--- src/plink_consts.svh ---
// Constants for the program linking sequencer: offsets, vector bases, reset values
`ifndef PLINK_CONSTS_SVH
`define PLINK_CONSTS_SVH

`define PL_R11_OFS      16'h0016
`define PL_R13_OFS      16'h001A
`define PL_R14_OFS      16'h001C
`define PL_R15_OFS      16'h001E
`define PL_WORD_STEP    16'h0002
`define PL_TRAP_BASE    16'h0040
`define PL_RESET_LEVEL  4'h0
`define PL_WP_RST       16'h0000
`define PL_PC_RST       16'h0000
`define PL_STATUS_RST   16'h0000

`endif

--- src/plink_pkg.sv ---
// Types shared by the program linking sequencer and its vector address unit
package plink_pkg;
    // Linking operations accepted on the command port
    typedef enum logic [2:0] {
        OP_BRANCH,
        OP_LINK,
        OP_SWITCH,
        OP_RETURN,
        OP_TRAP
    } op_t;

    // Sequencer states
    typedef enum logic [3:0] {
        S_BOOT,
        S_IDLE,
        S_RD_WP,
        S_RD_PC,
        S_WR_R13,
        S_WR_R14,
        S_WR_R15,
        S_WR_LINK,
        S_COMMIT,
        S_RD_R13,
        S_RD_R14,
        S_RD_R15
    } state_t;

    // Source of a vector pair address
    typedef enum logic [1:0] {
        VEC_OPERAND,
        VEC_TRAP,
        VEC_LEVEL
    } vec_kind_t;
endpackage

--- src/vector_select.sv ---
// Vector pair address unit: forms and holds the address of a two-word vector
`timescale 1ns/100ps
`include "plink_consts.svh"
module vector_select (
    input  wire logic                clk,       // Processor clock
    input  wire logic                reset_n,   // Asynchronous reset, active low
    input  wire logic                ce,        // Clock enable
    input  wire logic                load,      // Capture a new vector address
    input  wire plink_pkg::vec_kind_t kind,     // Vector source
    input  wire logic [15:0]         operand,   // Operand address of a switch
    input  wire logic [3:0]          number,    // Trap number or entry level
    output logic      [15:0]         vec_addr   // Held vector pair address
);
    import plink_pkg::*;

    logic [15:0] next_vec_addr;  // Address to capture

    // Address selection
    always_comb begin
        next_vec_addr = vec_addr;
        if (load) begin
            unique case (kind)
                VEC_OPERAND: next_vec_addr = operand;
                // Base plus four bytes per trap number
                VEC_TRAP:    next_vec_addr = `PL_TRAP_BASE + {10'h000, number, 2'b00};
                // Level zero lands on the reset pair
                VEC_LEVEL:   next_vec_addr = {10'h000, number, 2'b00};
            endcase
        end
    end

    // Address register
    always_ff @(posedge clk or negedge reset_n) begin
        if (!reset_n) begin
            vec_addr <= 16'h0000;
        end else if (ce) begin
            vec_addr <= next_vec_addr;
        end
    end
endmodule

--- src/program_linking_context_switch.sv ---
// Program linking sequencer: branch, link, context switch, return and software trap
// Behaviour
// - Branch loads target, workspace pointer kept
// - Link writes next address to link_register
// - Switch fetches vector, saves old state
// - Switch, interrupt and trap share sequence
// - Operand zero enters reset vector pair
// - Return reloads pointer, counter, status from 13-15
// - Return performs no memory write
// - Trap vectors lie at 0040 to 007F
// - Trap writes operand address to new link_register
// - Vector read as pointer then counter
// - Old pointer, counter, status into 13-15
`timescale 1ns/100ps
`include "plink_consts.svh"
module program_linking_context_switch (
    input  wire logic             clk,               // Processor clock, 25 MHz
    input  wire logic             reset_n,           // Asynchronous reset, active low
    input  wire logic             ce,                // Clock enable, freezes all state
    input  wire logic             cmd_valid,         // Linking command offered
    output logic                  cmd_ready,         // Command taken this edge
    input  wire plink_pkg::op_t   cmd_op,            // Linking operation
    input  wire logic [15:0]      cmd_target,        // Branch target or operand address
    input  wire logic             cmd_operand_is_reg, // Trap operand is a register
    input  wire logic [3:0]       cmd_reg_num,       // Register number of trap operand
    input  wire logic [3:0]       cmd_trap_num,      // Trap number
    input  wire logic [15:0]      cmd_next_pc,       // Address of following instruction
    input  wire logic             irq_valid,         // Interrupt entry requested
    input  wire logic [3:0]       irq_level,         // Interrupt level
    input  wire logic [15:0]      irq_ret_pc,        // Program counter to save on entry
    output logic                  irq_ready,         // Interrupt entry taken this edge
    input  wire logic             status_load,       // Load status word while idle
    input  wire logic [15:0]      status_in,         // New status word
    output logic                  mem_req,           // Memory cycle request
    output logic                  mem_we,            // Memory cycle is a write
    output logic      [15:0]      mem_addr,          // Memory byte address
    output logic      [15:0]      mem_wdata,         // Memory write data
    input  wire logic [15:0]      mem_rdata,         // Memory read data
    input  wire logic             mem_ack,           // Memory cycle complete
    output logic      [15:0]      wp,                // Workspace pointer
    output logic      [15:0]      pc,                // Program counter
    output logic      [15:0]      status_word,       // Status word
    output logic                  busy               // Sequence in progress
);
    import plink_pkg::*;
    state_t      state;          // Sequencer state
    state_t      next_state;
    logic [15:0] next_wp;
    logic [15:0] next_pc;
    logic [15:0] next_status;
    logic [15:0] new_wp;         // Workspace pointer being entered
    logic [15:0] next_new_wp;
    logic [15:0] new_pc;         // Program counter being entered
    logic [15:0] next_new_pc;
    logic [15:0] save_pc;        // Program counter to save in 14
    logic [15:0] next_save_pc;
    logic [15:0] link_val;       // Value written to link_register
    logic [15:0] next_link_val;
    logic        trap_mode;      // Current switch is a software trap
    logic        next_trap_mode;
    logic        vec_load;       // Capture vector address
    vec_kind_t   vec_kind;       // Vector source
    logic [3:0]  vec_number;     // Trap number or level
    logic [15:0] vec_addr;       // Held vector pair address
    logic [15:0] trap_ea;        // Resolved trap operand address

    // Register operand resolves to its place in the current workspace
    assign trap_ea = cmd_operand_is_reg ? wp + {11'h000, cmd_reg_num, 1'b0} : cmd_target;

    // Vector address unit
    vector_select u_vector_select (
        .clk      (clk),
        .reset_n  (reset_n),
        .ce       (ce),
        .load     (vec_load),
        .kind     (vec_kind),
        .operand  (cmd_target),
        .number   (vec_number),
        .vec_addr (vec_addr)
    );

    // Handshakes: interrupts win over commands when both are offered
    assign irq_ready = ce && (state == S_IDLE) && irq_valid;
    assign cmd_ready = ce && (state == S_IDLE) && !irq_valid;
    assign busy      = (state != S_IDLE);

    // Memory cycle decode from held state
    always_comb begin
        mem_req   = 1'b1;
        mem_we    = 1'b0;
        mem_addr  = 16'h0000;
        mem_wdata = 16'h0000;
        unique case (state)
            // Pointer word first, counter word next
            S_RD_WP:   mem_addr = vec_addr;
            S_RD_PC:   mem_addr = vec_addr + `PL_WORD_STEP;
            S_WR_R13: begin
                mem_we    = 1'b1;
                mem_addr  = new_wp + `PL_R13_OFS;
                mem_wdata = wp;
            end
            S_WR_R14: begin
                mem_we    = 1'b1;
                mem_addr  = new_wp + `PL_R14_OFS;
                mem_wdata = save_pc;
            end
            S_WR_R15: begin
                mem_we    = 1'b1;
                mem_addr  = new_wp + `PL_R15_OFS;
                mem_wdata = status_word;
            end
            // New workspace for a trap, current one for a link
            S_WR_LINK: begin
                mem_we    = 1'b1;
                mem_addr  = new_wp + `PL_R11_OFS;
                mem_wdata = link_val;
            end
            // Return reads only
            S_RD_R13:  mem_addr = wp + `PL_R13_OFS;
            S_RD_R14:  mem_addr = wp + `PL_R14_OFS;
            S_RD_R15:  mem_addr = wp + `PL_R15_OFS;
            default:   mem_req = 1'b0;
        endcase
    end

    // Sequencer next state
    always_comb begin
        next_state     = state;
        next_wp        = wp;
        next_pc        = pc;
        next_status    = status_word;
        next_new_wp    = new_wp;
        next_new_pc    = new_pc;
        next_save_pc   = save_pc;
        next_link_val  = link_val;
        next_trap_mode = trap_mode;
        vec_load       = 1'b0;
        vec_kind       = VEC_LEVEL;
        vec_number     = irq_level;
        unique case (state)
            // Leaving reset enters through the level zero pair
            S_BOOT: begin
                vec_load       = 1'b1;
                vec_number     = `PL_RESET_LEVEL;
                next_save_pc   = pc;
                next_trap_mode = 1'b0;
                next_state     = S_RD_WP;
            end
            S_IDLE: begin
                if (status_load) begin
                    next_status = status_in;
                end
                // Interrupt entry uses the common switch sequence
                if (irq_valid) begin
                    vec_load       = 1'b1;
                    next_save_pc   = irq_ret_pc;
                    next_trap_mode = 1'b0;
                    next_state     = S_RD_WP;
                end else if (cmd_valid) begin
                    unique case (cmd_op)
                        OP_BRANCH: next_pc = cmd_target;
                        OP_LINK: begin
                            next_new_wp   = wp;
                            next_new_pc   = cmd_target;
                            next_link_val = cmd_next_pc;
                            next_state    = S_WR_LINK;
                        end
                        OP_SWITCH: begin
                            vec_load       = 1'b1;
                            vec_kind       = VEC_OPERAND;
                            next_save_pc   = cmd_next_pc;
                            next_trap_mode = 1'b0;
                            next_state     = S_RD_WP;
                        end
                        OP_TRAP: begin
                            vec_load       = 1'b1;
                            vec_kind       = VEC_TRAP;
                            vec_number     = cmd_trap_num;
                            next_save_pc   = cmd_next_pc;
                            next_link_val  = trap_ea;
                            next_trap_mode = 1'b1;
                            next_state     = S_RD_WP;
                        end
                        OP_RETURN: next_state = S_RD_R13;
                        default:   next_state = S_IDLE;
                    endcase
                end
            end
            // Vector fetch
            S_RD_WP: if (mem_ack) begin
                next_new_wp = mem_rdata;
                next_state  = S_RD_PC;
            end
            S_RD_PC: if (mem_ack) begin
                next_new_pc = mem_rdata;
                next_state  = S_WR_R13;
            end
            // State save into the new workspace
            S_WR_R13: if (mem_ack) next_state = S_WR_R14;
            S_WR_R14: if (mem_ack) next_state = S_WR_R15;
            S_WR_R15: if (mem_ack) next_state = trap_mode ? S_WR_LINK : S_COMMIT;
            S_WR_LINK: if (mem_ack) next_state = S_COMMIT;
            // Enter the new environment
            S_COMMIT: begin
                next_wp    = new_wp;
                next_pc    = new_pc;
                next_state = S_IDLE;
            end
            // Return reload
            S_RD_R13: if (mem_ack) begin
                next_new_wp = mem_rdata;
                next_state  = S_RD_R14;
            end
            S_RD_R14: if (mem_ack) begin
                next_new_pc = mem_rdata;
                next_state  = S_RD_R15;
            end
            S_RD_R15: if (mem_ack) begin
                next_wp     = new_wp;
                next_pc     = new_pc;
                next_status = mem_rdata;
                next_state  = S_IDLE;
            end
            default: next_state = S_IDLE;
        endcase
    end
    // Sequencer registers
    always_ff @(posedge clk or negedge reset_n) begin
        if (!reset_n) begin
            state       <= S_BOOT;
            wp          <= `PL_WP_RST;
            pc          <= `PL_PC_RST;
            status_word <= `PL_STATUS_RST;
            new_wp      <= 16'h0000;
            new_pc      <= 16'h0000;
            save_pc     <= 16'h0000;
            link_val    <= 16'h0000;
            trap_mode   <= 1'b0;
        end else if (ce) begin
            state       <= next_state;
            wp          <= next_wp;
            pc          <= next_pc;
            status_word <= next_status;
            new_wp      <= next_new_wp;
            new_pc      <= next_new_pc;
            save_pc     <= next_save_pc;
            link_val    <= next_link_val;
            trap_mode   <= next_trap_mode;
        end
    end
endmodule

--- config.mk ---
export PLATFORM = sky130hd
export DESIGN_NAME = program_linking_context_switch
export DESIGN_NICKNAME = d
export VERILOG_FILES = /design/src/plink_pkg.sv /design/src/vector_select.sv /design/src/program_linking_context_switch.sv
export VERILOG_INCLUDE_DIRS = /design/src /design/src/src
export SDC_FILE = /design/constraint.sdc
export NUM_CORES = 1
export LEC_CHECK = 0
export ABC_CLOCK_PERIOD_IN_PS = 9000
export BUFFER_PORTS_ARGS = -buffer_cell sky130_fd_sc_hd__buf_2
export CAP_MARGIN = 20
export CORE_MARGIN = 2
export CORE_UTILIZATION = 50
export CTS_BUF_LIST = sky130_fd_sc_hd__clkbuf_8 sky130_fd_sc_hd__clkbuf_16
export CTS_CLUSTER_SIZE = 25
export DETAILED_ROUTE_END_ITERATION = 12
export GPL_TIMING_DRIVEN = 0
export HOLD_SLACK_MARGIN = 0.1
export PLACE_DENSITY = 0.84
export SLEW_MARGIN = 10
export SYNTH_ARGS = -nofsm -noshare
export SYNTH_HDL_FRONTEND = slang
export SYNTH_SLANG_ARGS = --single-unit
--- constraint.sdc ---
create_clock -name clk -period 9 [get_ports clk]
set_input_delay 1.35 -clock clk [delete_from_list [all_inputs] [get_ports clk]]
set_output_delay 1.35 -clock clk [all_outputs]
set_load 0.05 [all_outputs]
Word-level counts from Yosys, hierarchy flattened
Index checks and enable logic that the tools add are counted.
- bits in registers: 133
- input bits: 103
- logic and storage cells: 147
- $add $sub $neg: 10
- equal/unequal tests: 38
- mux-type cells: 59
- bitwise gates (word level): 1
- reduce and logical (&&, ||, !) cells: 29
- operators by type and width (kind ; count):
    $mux W16 ; 17
    $pmux W16 S2 ; 6
    $pmux W16 S9 ; 1
    $add A16 B5 Y16 const B ; 7
    $pmux W16 S3 ; 2
    $pmux W16 S4 ; 1
    $mux W4 ; 15
    $pmux W4 S11 ; 1
    $ne A2 B2 Y1 const B ; 12
    $reduce_and A6 Y1 ; 3
    $add A16 B2 Y16 const B ; 1
    $add A16 B5 Y16 ; 1
    $eq A4 B3 Y1 const B ; 4
    $eq A4 B4 Y1 const B ; 4
    $pmux W4 S4 ; 1
    $reduce_and A12 Y1 ; 1
    $reduce_and A4 Y1 ; 3
    $reduce_bool A2 Y1 ; 6
    $ne A3 B3 Y1 const B ; 3
    $reduce_or A9 Y1 ; 1
    $add A7 B6 Y8 const A ; 1
    $eq A4 B2 Y1 const B ; 2
    $ne A2 B1 Y1 const B ; 4
    $pmux W4 S2 ; 1
    other kinds (24) ; 39

Longest topological paths before layout
Gate-level depths: netlist (run 1).
- word-level depth: 7
- mapped depth: 15
- gate-level depth less buffers: 11

Cells and area by module
A second synthesis (run 1) with hierarchy kept.
- cell total of the unflattened synthesis: 1261
- area, all modules: 10292.4 um2
- modules (own cells, without submodules) (module ; times used ; cells an instance ; area an instance (um2) ; sequential area each (um2)):
    program_linking_context_switch ; 1 ; 1184 ; 9567.9 ; 2927.8
    vector_select ; 1 ; 77 ; 724.4 ; 400.4

Worst setup path after synthesis (run 1)
Ideal clock, no wire load.
- path kind: reg-to-output
- start: register state[2]
- end: output port mem_addr[13]
- arrival: 3220 ps
- slack: 4430 ps
- cell stages (with the launch flop): 14
- path buffers: 4
- path through: dfrtp_1 -> buf_4 -> buf_2 -> and4b_1 -> buf_4 -> clkbuf_1 -> a21oi_1 -> ha_1 -> nor3b_1 -> nor3_1 -> o211ai_1 -> xor2_1 -> a22oi_1 -> nand3_1
- longest elaborated chain between the ends: 2
- ends and longest elaborated chain (what ; RTL line ; source):
    start, declared ; program_linking_context_switch.sv:46 ; state_t state;
    start signal, assigned ; program_linking_context_switch.sv:240 ; state <= next_state;
    $eq A4 B4 Y1, or another cell as far along ; program_linking_context_switch.sv:93 ; unique case (state)
    $pmux W16 S9 (*) ; program_linking_context_switch.sv:93 ;
    end, declared ; program_linking_context_switch.sv:36 ; output logic [15:0] mem_addr,
Every way passes the cells marked *; elsewhere a longest branch is shown, timed or not.

Worst setup path in the final report (run 1)
- start: register state[2]
- end: output port mem_addr[9]
The elaborated chain is that of the path after synthesis.

==> metrics.txt, run 1 <==
outcome finished, final reports clean; Post-Synthesis Cells 1252; count of maximum capacitance violations 0; largest vdd supply drop 0.0002366 V; Max Buffers Root-to-Sink 2; Fin Hold WS 473.6 ps; total grt overflow 0; Final setup viols 0; leakage power total 5.450 nW; synthesized area per cell 8.346 sq um; path category of the worst min-delay check register to register; critical path start-end classification register to primary output; maximum achievable frequency 163.9 MHz; pin count of the biggest net entering global routing 92; Starting Density 0.5131; cell with the largest stage delay on the worst path clkbuf_1; final core utilization 0.6074; overall power of the completed layout 4.401 mW; cell area after synthesis 10450 sq um; total number of nets in the final design 1571; count of buffering cells on the critical path with inverters included 5; hold-fix buffer count after cts 0; post-route minimum period 6101 ps; sink count of the clock tree 133; depth of the most critical reg-to-reg path 9; worst hold path endpoint link_val[3]; number of diodes 0; commonest cells after routing, fill and taps aside buf_2 (214), nand2_1 (184), dfrtp_1 (133), o21ai_0 (115), nor2_1 (108); Seq cells post-synth 133; number of instances in the placed design 1707; Area Growth Syn to Fin 18.38%; initial drt markers 1475; Cell Pwr Density 355.8 nW/um^2; post-route cell area 12370 sq um; Core ar. 20360 sq um; Worst slew margin 0.2654; overall global routing resource usage 0.3743; wire length of the first global-routing pass 63.11 mm; count of endpoints failing hold in the final timing report 0; vias in the first global route 11010; antenna-violating nets left 0; detailed-placement wirelength estimate 32.22 mm; placer's final routability congestion estimate 1.001; total number of vias 11470; synthesis warning total 0; total length of routed wires 41.76 mm; required arrival time at the worst endpoint 7650 ps; total DRC errors in the routed layout 0; post-route non-filler standard cell count 1739; Top Family by Delay on Critical Path buffers and inverters; number of buffers inserted by post-CTS setup repair 0; number of enable-type register cells in the synthesized netlist 0; die height 148.6 microns; leading cell type in the layout, fill and taps excluded buf_2; crit path capture type primary output; critical-path cell list buf_4 > buf_2 > and4b_1 > buf_4 > clkbuf_1 > a21oi_1 > ha_1 > nor3b_1 > nor3_1 > o21ai_0 > mux2_2 > o221ai_1 > a211o_1 > buf_2; worst hold path stage count 2; filler cell count 1731; longest individual stage delay on the worst path 570 ps; fin crit share 0.6778; clk root buf clkbuf_16; Buffers on Ports 183; vias per inst 6.598; post-synth cell types 80; die footprint 22070 sq um; setup repair after global routing missed its margin false; R2R Setup Slk 6020 ps; fraction of final layout cells sized beyond drive strength 1 0.2212; share of flip-flops with an asynchronous set or reset 1.000; Die Span X 148.6 microns; startpoint of the tightest hold check path link_val[3]; Clk pin slew, worst setup/hold paths 60 ps; H-tree depth 4; number of antenna violations at the first check in global routing 0; Clock Skews 10.31 ps; worst flop-to-flop path startpoint state[3]; worst setup margin 2899 ps; I/O Pins 188; endpoint of the worst register-to-register path u_vector_select.vec_addr[9]; TritonCTS buffer count 17; startpoint kind of the worst setup timing path register; total negative slack 0 ps; insertion delay to the later sink of the worst-skew pair 420 ps; Post-synth top flop dfrtp_1; number of iterations in the first detailed-routing pass 7; transition time at the pin with the least slew margin 1096 ps; portion of the post-synthesis area used by sequential elements 0.3185; post-cts repair resize count 0; Placed Area 11740 sq um; Syn Nets 1367; Setup Slack @ Placement 3586 ps; routed length per instance 24.01 microns; clock tree from TritonCTS built; crit path DAT 4750 ps; Row Count 52; CP Max Fanout 10; Max Transition Viols Final 0
==> cell families (layout without fill, tap and decap cells) <==
group | count (synthesis) | in the layout | synth area share
simple gates | 464 | 464 | 0.2094
xor+xnor | 63 | 63 | 0.05281
flops | 133 | 133 | 0.3185
buf+inv | 129 | 346 | 0.05616
fa+ha+maj | 12 | 12 | 0.01509
mux | 128 | 128 | 0.1466
compound gates | 323 | 323 | 0.2014
==> power breakdown <==
| part | leakage [nW] | internal (mW) | switching (mW) |
|---|---|---|---|
| clock | 0.310 | 0.466 | 0.282 |
| sequential | 1.66 | 0.823 | 0.189 |
| combinational | 3.48 | 0.840 | 1.80 |
| total | 5.45 | 2.13 | 2.27 |
==> synth_stat cells, drive strengths merged, types with 3 or more instances <==
cell       n  area share
a211o      8      0.0067
a211oi     5      0.0048
a21o       6      0.0043
a21oi     66       0.037
a221oi     7      0.0065
a22oi     19       0.014
a31oi     20       0.013
a32o       3      0.0029
and2      20       0.012
and3      17       0.010
buf       50       0.028
clkbuf    59       0.021
dfrtp    133        0.32
ha        11       0.013
inv       20      0.0072
mux2      20       0.022
mux2i     90       0.086
mux4      18       0.039
nand2    184       0.066
nand2b    12      0.0072
nand3     37       0.018
nand4      9      0.0054
nor2     111       0.042
nor2b      6      0.0036
nor3      38       0.021
nor3b      3      0.0022
nor4       7      0.0042
o2111ai    5      0.0042
o211ai     9      0.0065
o21a       6      0.0043
o21ai    116       0.056
o221ai     7      0.0059
o22ai     18       0.011
o2bb2ai    3      0.0025
o311ai     5      0.0042
or3        7      0.0047
xnor2     31       0.026
xor2      32       0.027
==> layer usage <==
metal  vias up  GRT usage  part of all wire  wire length (microns)
li1       4925          -                 -                      -
met1      5454     0.4900              0.38                  15690
met3       175    0.06227              0.12                   4917
met4         0     0.1800             0.052                   2166
met2       920     0.6067              0.45                  18990
met5         -          0                 0                      0
==> worst register-to-register path, delay by kind of cell, from the launching register on <==
kind | cells | cell delay (ps)
AO/OA/AOI/OAI | 1 | 210
adder cells (fa/ha/maj) | 1 | 200
buffers and inverters | 4 | 1110
flip-flops | 1 | 370
AND/OR/NAND/NOR | 3 | 990
==> state kept, by name, summed over array words and instances (netlist names) <==
name and cells:
link_val 16, new_pc 16, new_wp 16, pc 16, save_pc 16, status_word 16, u_vector_select.vec_addr 16, wp 16
state 4, trap_mode 1
==> cell type report <==
cell class	count	area, sq um	area share
buffer	109	511.7	0.04137
clock buffer	17	425.4	0.03439
clock inverter	15	202.7	0.01639
inverter	20	75.07	0.006069
multi-input combinational	990	6534	0.5282
sequential	133	3328	0.2691
tap	270	337.8	0.02731
timing repair buffer	185	954.7	0.07718
==> worst max-delay path by stage <==
stage                  start            to  slack (ps)  cells after the start
finish              state[2]   mem_addr[9]        2900                     14
global route        state[2]   mem_addr[9]        2750                     14
CTS                 state[2]   mem_addr[9]        3110                     14
detailed placement  state[2]   mem_addr[9]        3590                     14
global placement    state[2]   mem_addr[9]        3540                     15
floorplan           state[2]  mem_addr[13]        4430                     13
(Power assumes the default switching activity.)
==> run 2, diff against run 1 <==
--- a/config.mk
+++ b/config.mk
@@ -6,7 +6,8 @@
 export SDC_FILE = /design/constraint.sdc
 export NUM_CORES = 1
 export LEC_CHECK = 0
-export ABC_CLOCK_PERIOD_IN_PS = 9000
+export ABC_AREA = 1
+export ABC_CLOCK_PERIOD_IN_PS = 5300
 export BUFFER_PORTS_ARGS = -buffer_cell sky130_fd_sc_hd__buf_2
 export CAP_MARGIN = 20
 export CORE_MARGIN = 2
@@ -16,7 +17,7 @@
 export DETAILED_ROUTE_END_ITERATION = 12
 export GPL_TIMING_DRIVEN = 0
 export HOLD_SLACK_MARGIN = 0.1
-export PLACE_DENSITY = 0.84
+export PLACE_DENSITY = 0.87
 export SLEW_MARGIN = 10
 export SYNTH_ARGS = -nofsm -noshare
 export SYNTH_HDL_FRONTEND = slang
==> constraint.sdc (replaced) <==
create_clock -name clk -period 5.3 [get_ports clk]
set_input_delay 0.795 -clock clk [delete_from_list [all_inputs] [get_ports clk]]
set_output_delay 0.795 -clock clk [all_outputs]
set_load 0.05 [all_outputs]
==> metrics.txt, run 2 <==
Seq cells post-synth 133 (unchanged); leading cell type in the layout, fill and taps excluded nand2_1; fin crit share 0.7748; Post-Synthesis Cells 1612 (+29%); Area Growth Syn to Fin 18.86%; CP Max Fanout 10 (unchanged); cell with the largest stage delay on the worst path dfrtp_1; total number of vias 12850 (+12%); Max Transition Viols Final 0 (unchanged); Clock Skews 12.03 ps (+1.726 ps); die height 145.9 microns (-1.8%); longest individual stage delay on the worst path 470 ps (-100 ps); overall global routing resource usage 0.4176 (+0.04331); transition time at the pin with the least slew margin 999.4 ps (-96.53 ps); total number of nets in the final design 1932 (+23%); post-route non-filler standard cell count 2095 (+20%); combined area of the multi-input logic cells 5928 sq um (-9.3%); outcome finished, final reports clean; Worst slew margin 0.3338 (+0.06833); cell with the most instances after synthesis nand2_1; portion of the post-synthesis area used by sequential elements 0.3306 (+0.01203); H-tree depth 4 (unchanged); sequential cell area 3328 sq um (unchanged); die footprint 21290 sq um (-3.5%); total length of routed wires 45.38 mm (+8.7%); critical-path cell list nand2_1 > nor2_4 > buf_2 > nand2_1 > nand2_1 > ha_1 > nand2_1 > nand4_1 > nand3_1 > nand2_1 > clkinv_1 > nand2_1 > buf_2; leakage power total 5.894 nW (+8.1%); wire length of the first global-routing pass 67.53 mm (+7.0%); post-synth cell types 46 (-43%); commonest cells after routing, fill and taps aside nand2_1 (570), buf_2 (203), nor2_1 (196), dfrtp_1 (133), inv_1 (125); share of Yosys cell area claimed by the top area cell type 0.3306 (+0.01203); initial drt markers 1739 (+18%); number of enable-type register cells in the synthesized netlist 0 (unchanged); critical path start-end classification register to primary output; routed length per instance 21.66 microns (-9.8%); uppermost routed layer met4; antenna-violating nets left 0 (unchanged); total DRC errors in the routed layout 0 (unchanged); worst setup margin 1193 ps (-1706 ps); M1 wire length 16.84 mm (+7.3%); vias in the first global route 11780 (+7.1%); final core utilization 0.6109 (+0.003512); endpoint of the worst register-to-register path u_vector_select.vec_addr[3]; insertion delay to the later sink of the worst-skew pair 450 ps (+30 ps); pin count of the biggest net entering global routing 70 (-24%); Placed Area 11360 sq um (-3.3%); Setup Slack @ Placement 1732 ps (-1854 ps); Row Count 51 (-1.9%); total negative slack 0 ps (unchanged); worst flop-to-flop path startpoint state[2]; number of buffers inserted by post-CTS setup repair 0 (unchanged); Syn Nets 1727 (+26%); Fin Hold WS 325.6 ps (-148.0 ps); largest cells by area after synthesis dfrtp_1 (33%), nand2_1 (21%), nor2_1 (7.3%); fraction of final layout cells sized beyond drive strength 1 0.1454 (-0.07588); depth of the most critical reg-to-reg path 15 (+6); met2 wire len 19.46 mm (+2.5%); library cell appearing most often on the critical path nand2_1; number of iterations in the first detailed-routing pass 6 (-1); met3 layer wire length in the routed design 5.513 mm (+12%); filler cell count 1938 (+12%); setup repair after global routing missed its margin false; total grt overflow 0 (unchanged); post-cts repair resize count 0 (unchanged); Clk pin slew, worst setup/hold paths 70 ps (about the same); Die Span X 145.9 microns (-1.8%); synthesized area per cell 6.246 sq um (-25%); ranking of synthesized cells by instance count nand2_1 (570), nor2_1 (196), dfrtp_1 (133); cell area after synthesis 10070 sq um (-3.6%); number of antenna violations at the first check in global routing 0 (unchanged); sink count of the clock tree 133 (unchanged); crit path capture type primary output; TritonCTS buffer count 17 (unchanged); required arrival time at the worst endpoint 4510 ps (-3140 ps); synthesis warning total 0 (unchanged); count of endpoints failing hold in the final timing report 0 (unchanged); post-route minimum period 4107 ps; Max Buffers Root-to-Sink 2 (unchanged); I/O Pins 188 (unchanged); startpoint kind of the worst setup timing path register; placer's final routability congestion estimate 1.040 (+3.9%); Final setup viols 0 (unchanged); Cell Pwr Density 633.4 nW/um^2 (+78%); number of diodes 0 (unchanged); Buffers on Ports 185 (+1.1%); count of maximum capacitance violations 0 (unchanged); largest vdd supply drop 0.0003788 V (+60%); clock tree from TritonCTS built; Post-synth top flop dfrtp_1; vias per inst 6.131 (-7.1%); share of flip-flops with an asynchronous set or reset 1.000 (unchanged); path category of the worst min-delay check input pin to async pin; maximum achievable frequency 243.5 MHz; crit path DAT 3310 ps (-1440 ps); Starting Density 0.5140 (+0.0008687); R2R Setup Slk 2070 ps (-3950 ps); number of instances in the placed design 2063 (+21%); top cell type by total area after synthesis dfrtp_1; detailed-placement wirelength estimate 36.00 mm (+12%); Core ar. 19590 sq um (-3.8%); post-route cell area 11970 sq um (-3.2%); hold-fix buffer count after cts 0 (unchanged); clk root buf clkbuf_16; overall power of the completed layout 7.580 mW (+72%)
## run 2: changes by cell type after synthesis, sizes merged, moves of 18 or more
| cell | before | now |
|---|---|---|
| a31oi | 20 | 51 |
| and2 | 20 | 0 |
| buf | 50 | 22 |
| inv | 20 | 137 |
| mux2 | 20 | 0 |
| mux2i | 90 | 1 |
| mux4 | 18 | 0 |
| nand2 | 184 | 571 |
| nand3 | 37 | 121 |
| nor2 | 111 | 206 |
| nor3 | 38 | 18 |
| o211ai | 9 | 27 |
| xnor2 | 31 | 0 |
| xor2 | 32 | 6 |
## run 2: logic make-up (layout without fill, tap and decap cells)
kind of cell	after synthesis	count (layout)	share of synthesized area
buffers and inverters	210	428	0.08065
flip-flops	133	133	0.3306
adder cells (fa/ha/maj)	12	12	0.01566
AND/OR/NAND/NOR	944	944	0.3813
XOR/XNOR	6	6	0.005219
multiplexers	1	1	0.0009942
AO/OA/AOI/OAI	306	306	0.1857
## run 2: how the worst max path moves through the flow
stage                     startpoint                           end  depth (start not counted)
after CTS                   state[1]                  mem_addr[13]                         13
after global routing        state[0]                  mem_addr[14]                         17
final                       state[1]                  mem_addr[13]                         13
after global placement       reset_n  u_vector_select.vec_addr[13]                          1
after detailed placement    state[1]                  mem_addr[13]                         13
after floorplan             state[2]                   mem_addr[6]                          7
## run 2: worst max-delay path: cells and delay by family, from the launching register on
| family | cells | cell delay, ps |
|---|---|---|
| buf+inv | 3 | 610 |
| simple gates | 9 | 1480 |
| flops | 1 | 470 |
| fa+ha+maj | 1 | 290 |
## run 2: layout make-up
cell class,instances,area share
inverters,140,0.04391
well taps,265,0.02771
repair buffers,186,0.08019
clock inverters,15,0.01526
plain buffers,70,0.02394
clock buffers,17,0.03555
flip-flops and latches,133,0.2781
multi-input cells,1269,0.4953
## run 2: routing by layer
layer,track usage,vias up
met5,0,-
met4,0.2730,0
met3,0.08809,228
met2,0.6349,965
met1,0.5388,5871
li1,-,5781
## run 2: where the power goes
| group | leakage, nW | switching, mW | internal, mW |
|---|---|---|---|
| Combinational | 3.98 | 3.32 | 1.06 |
| Clock | 0.294 | 0.580 | 0.640 |
| Sequential | 1.62 | 0.521 | 1.46 |
| Total | 5.89 | 4.42 | 3.16 |
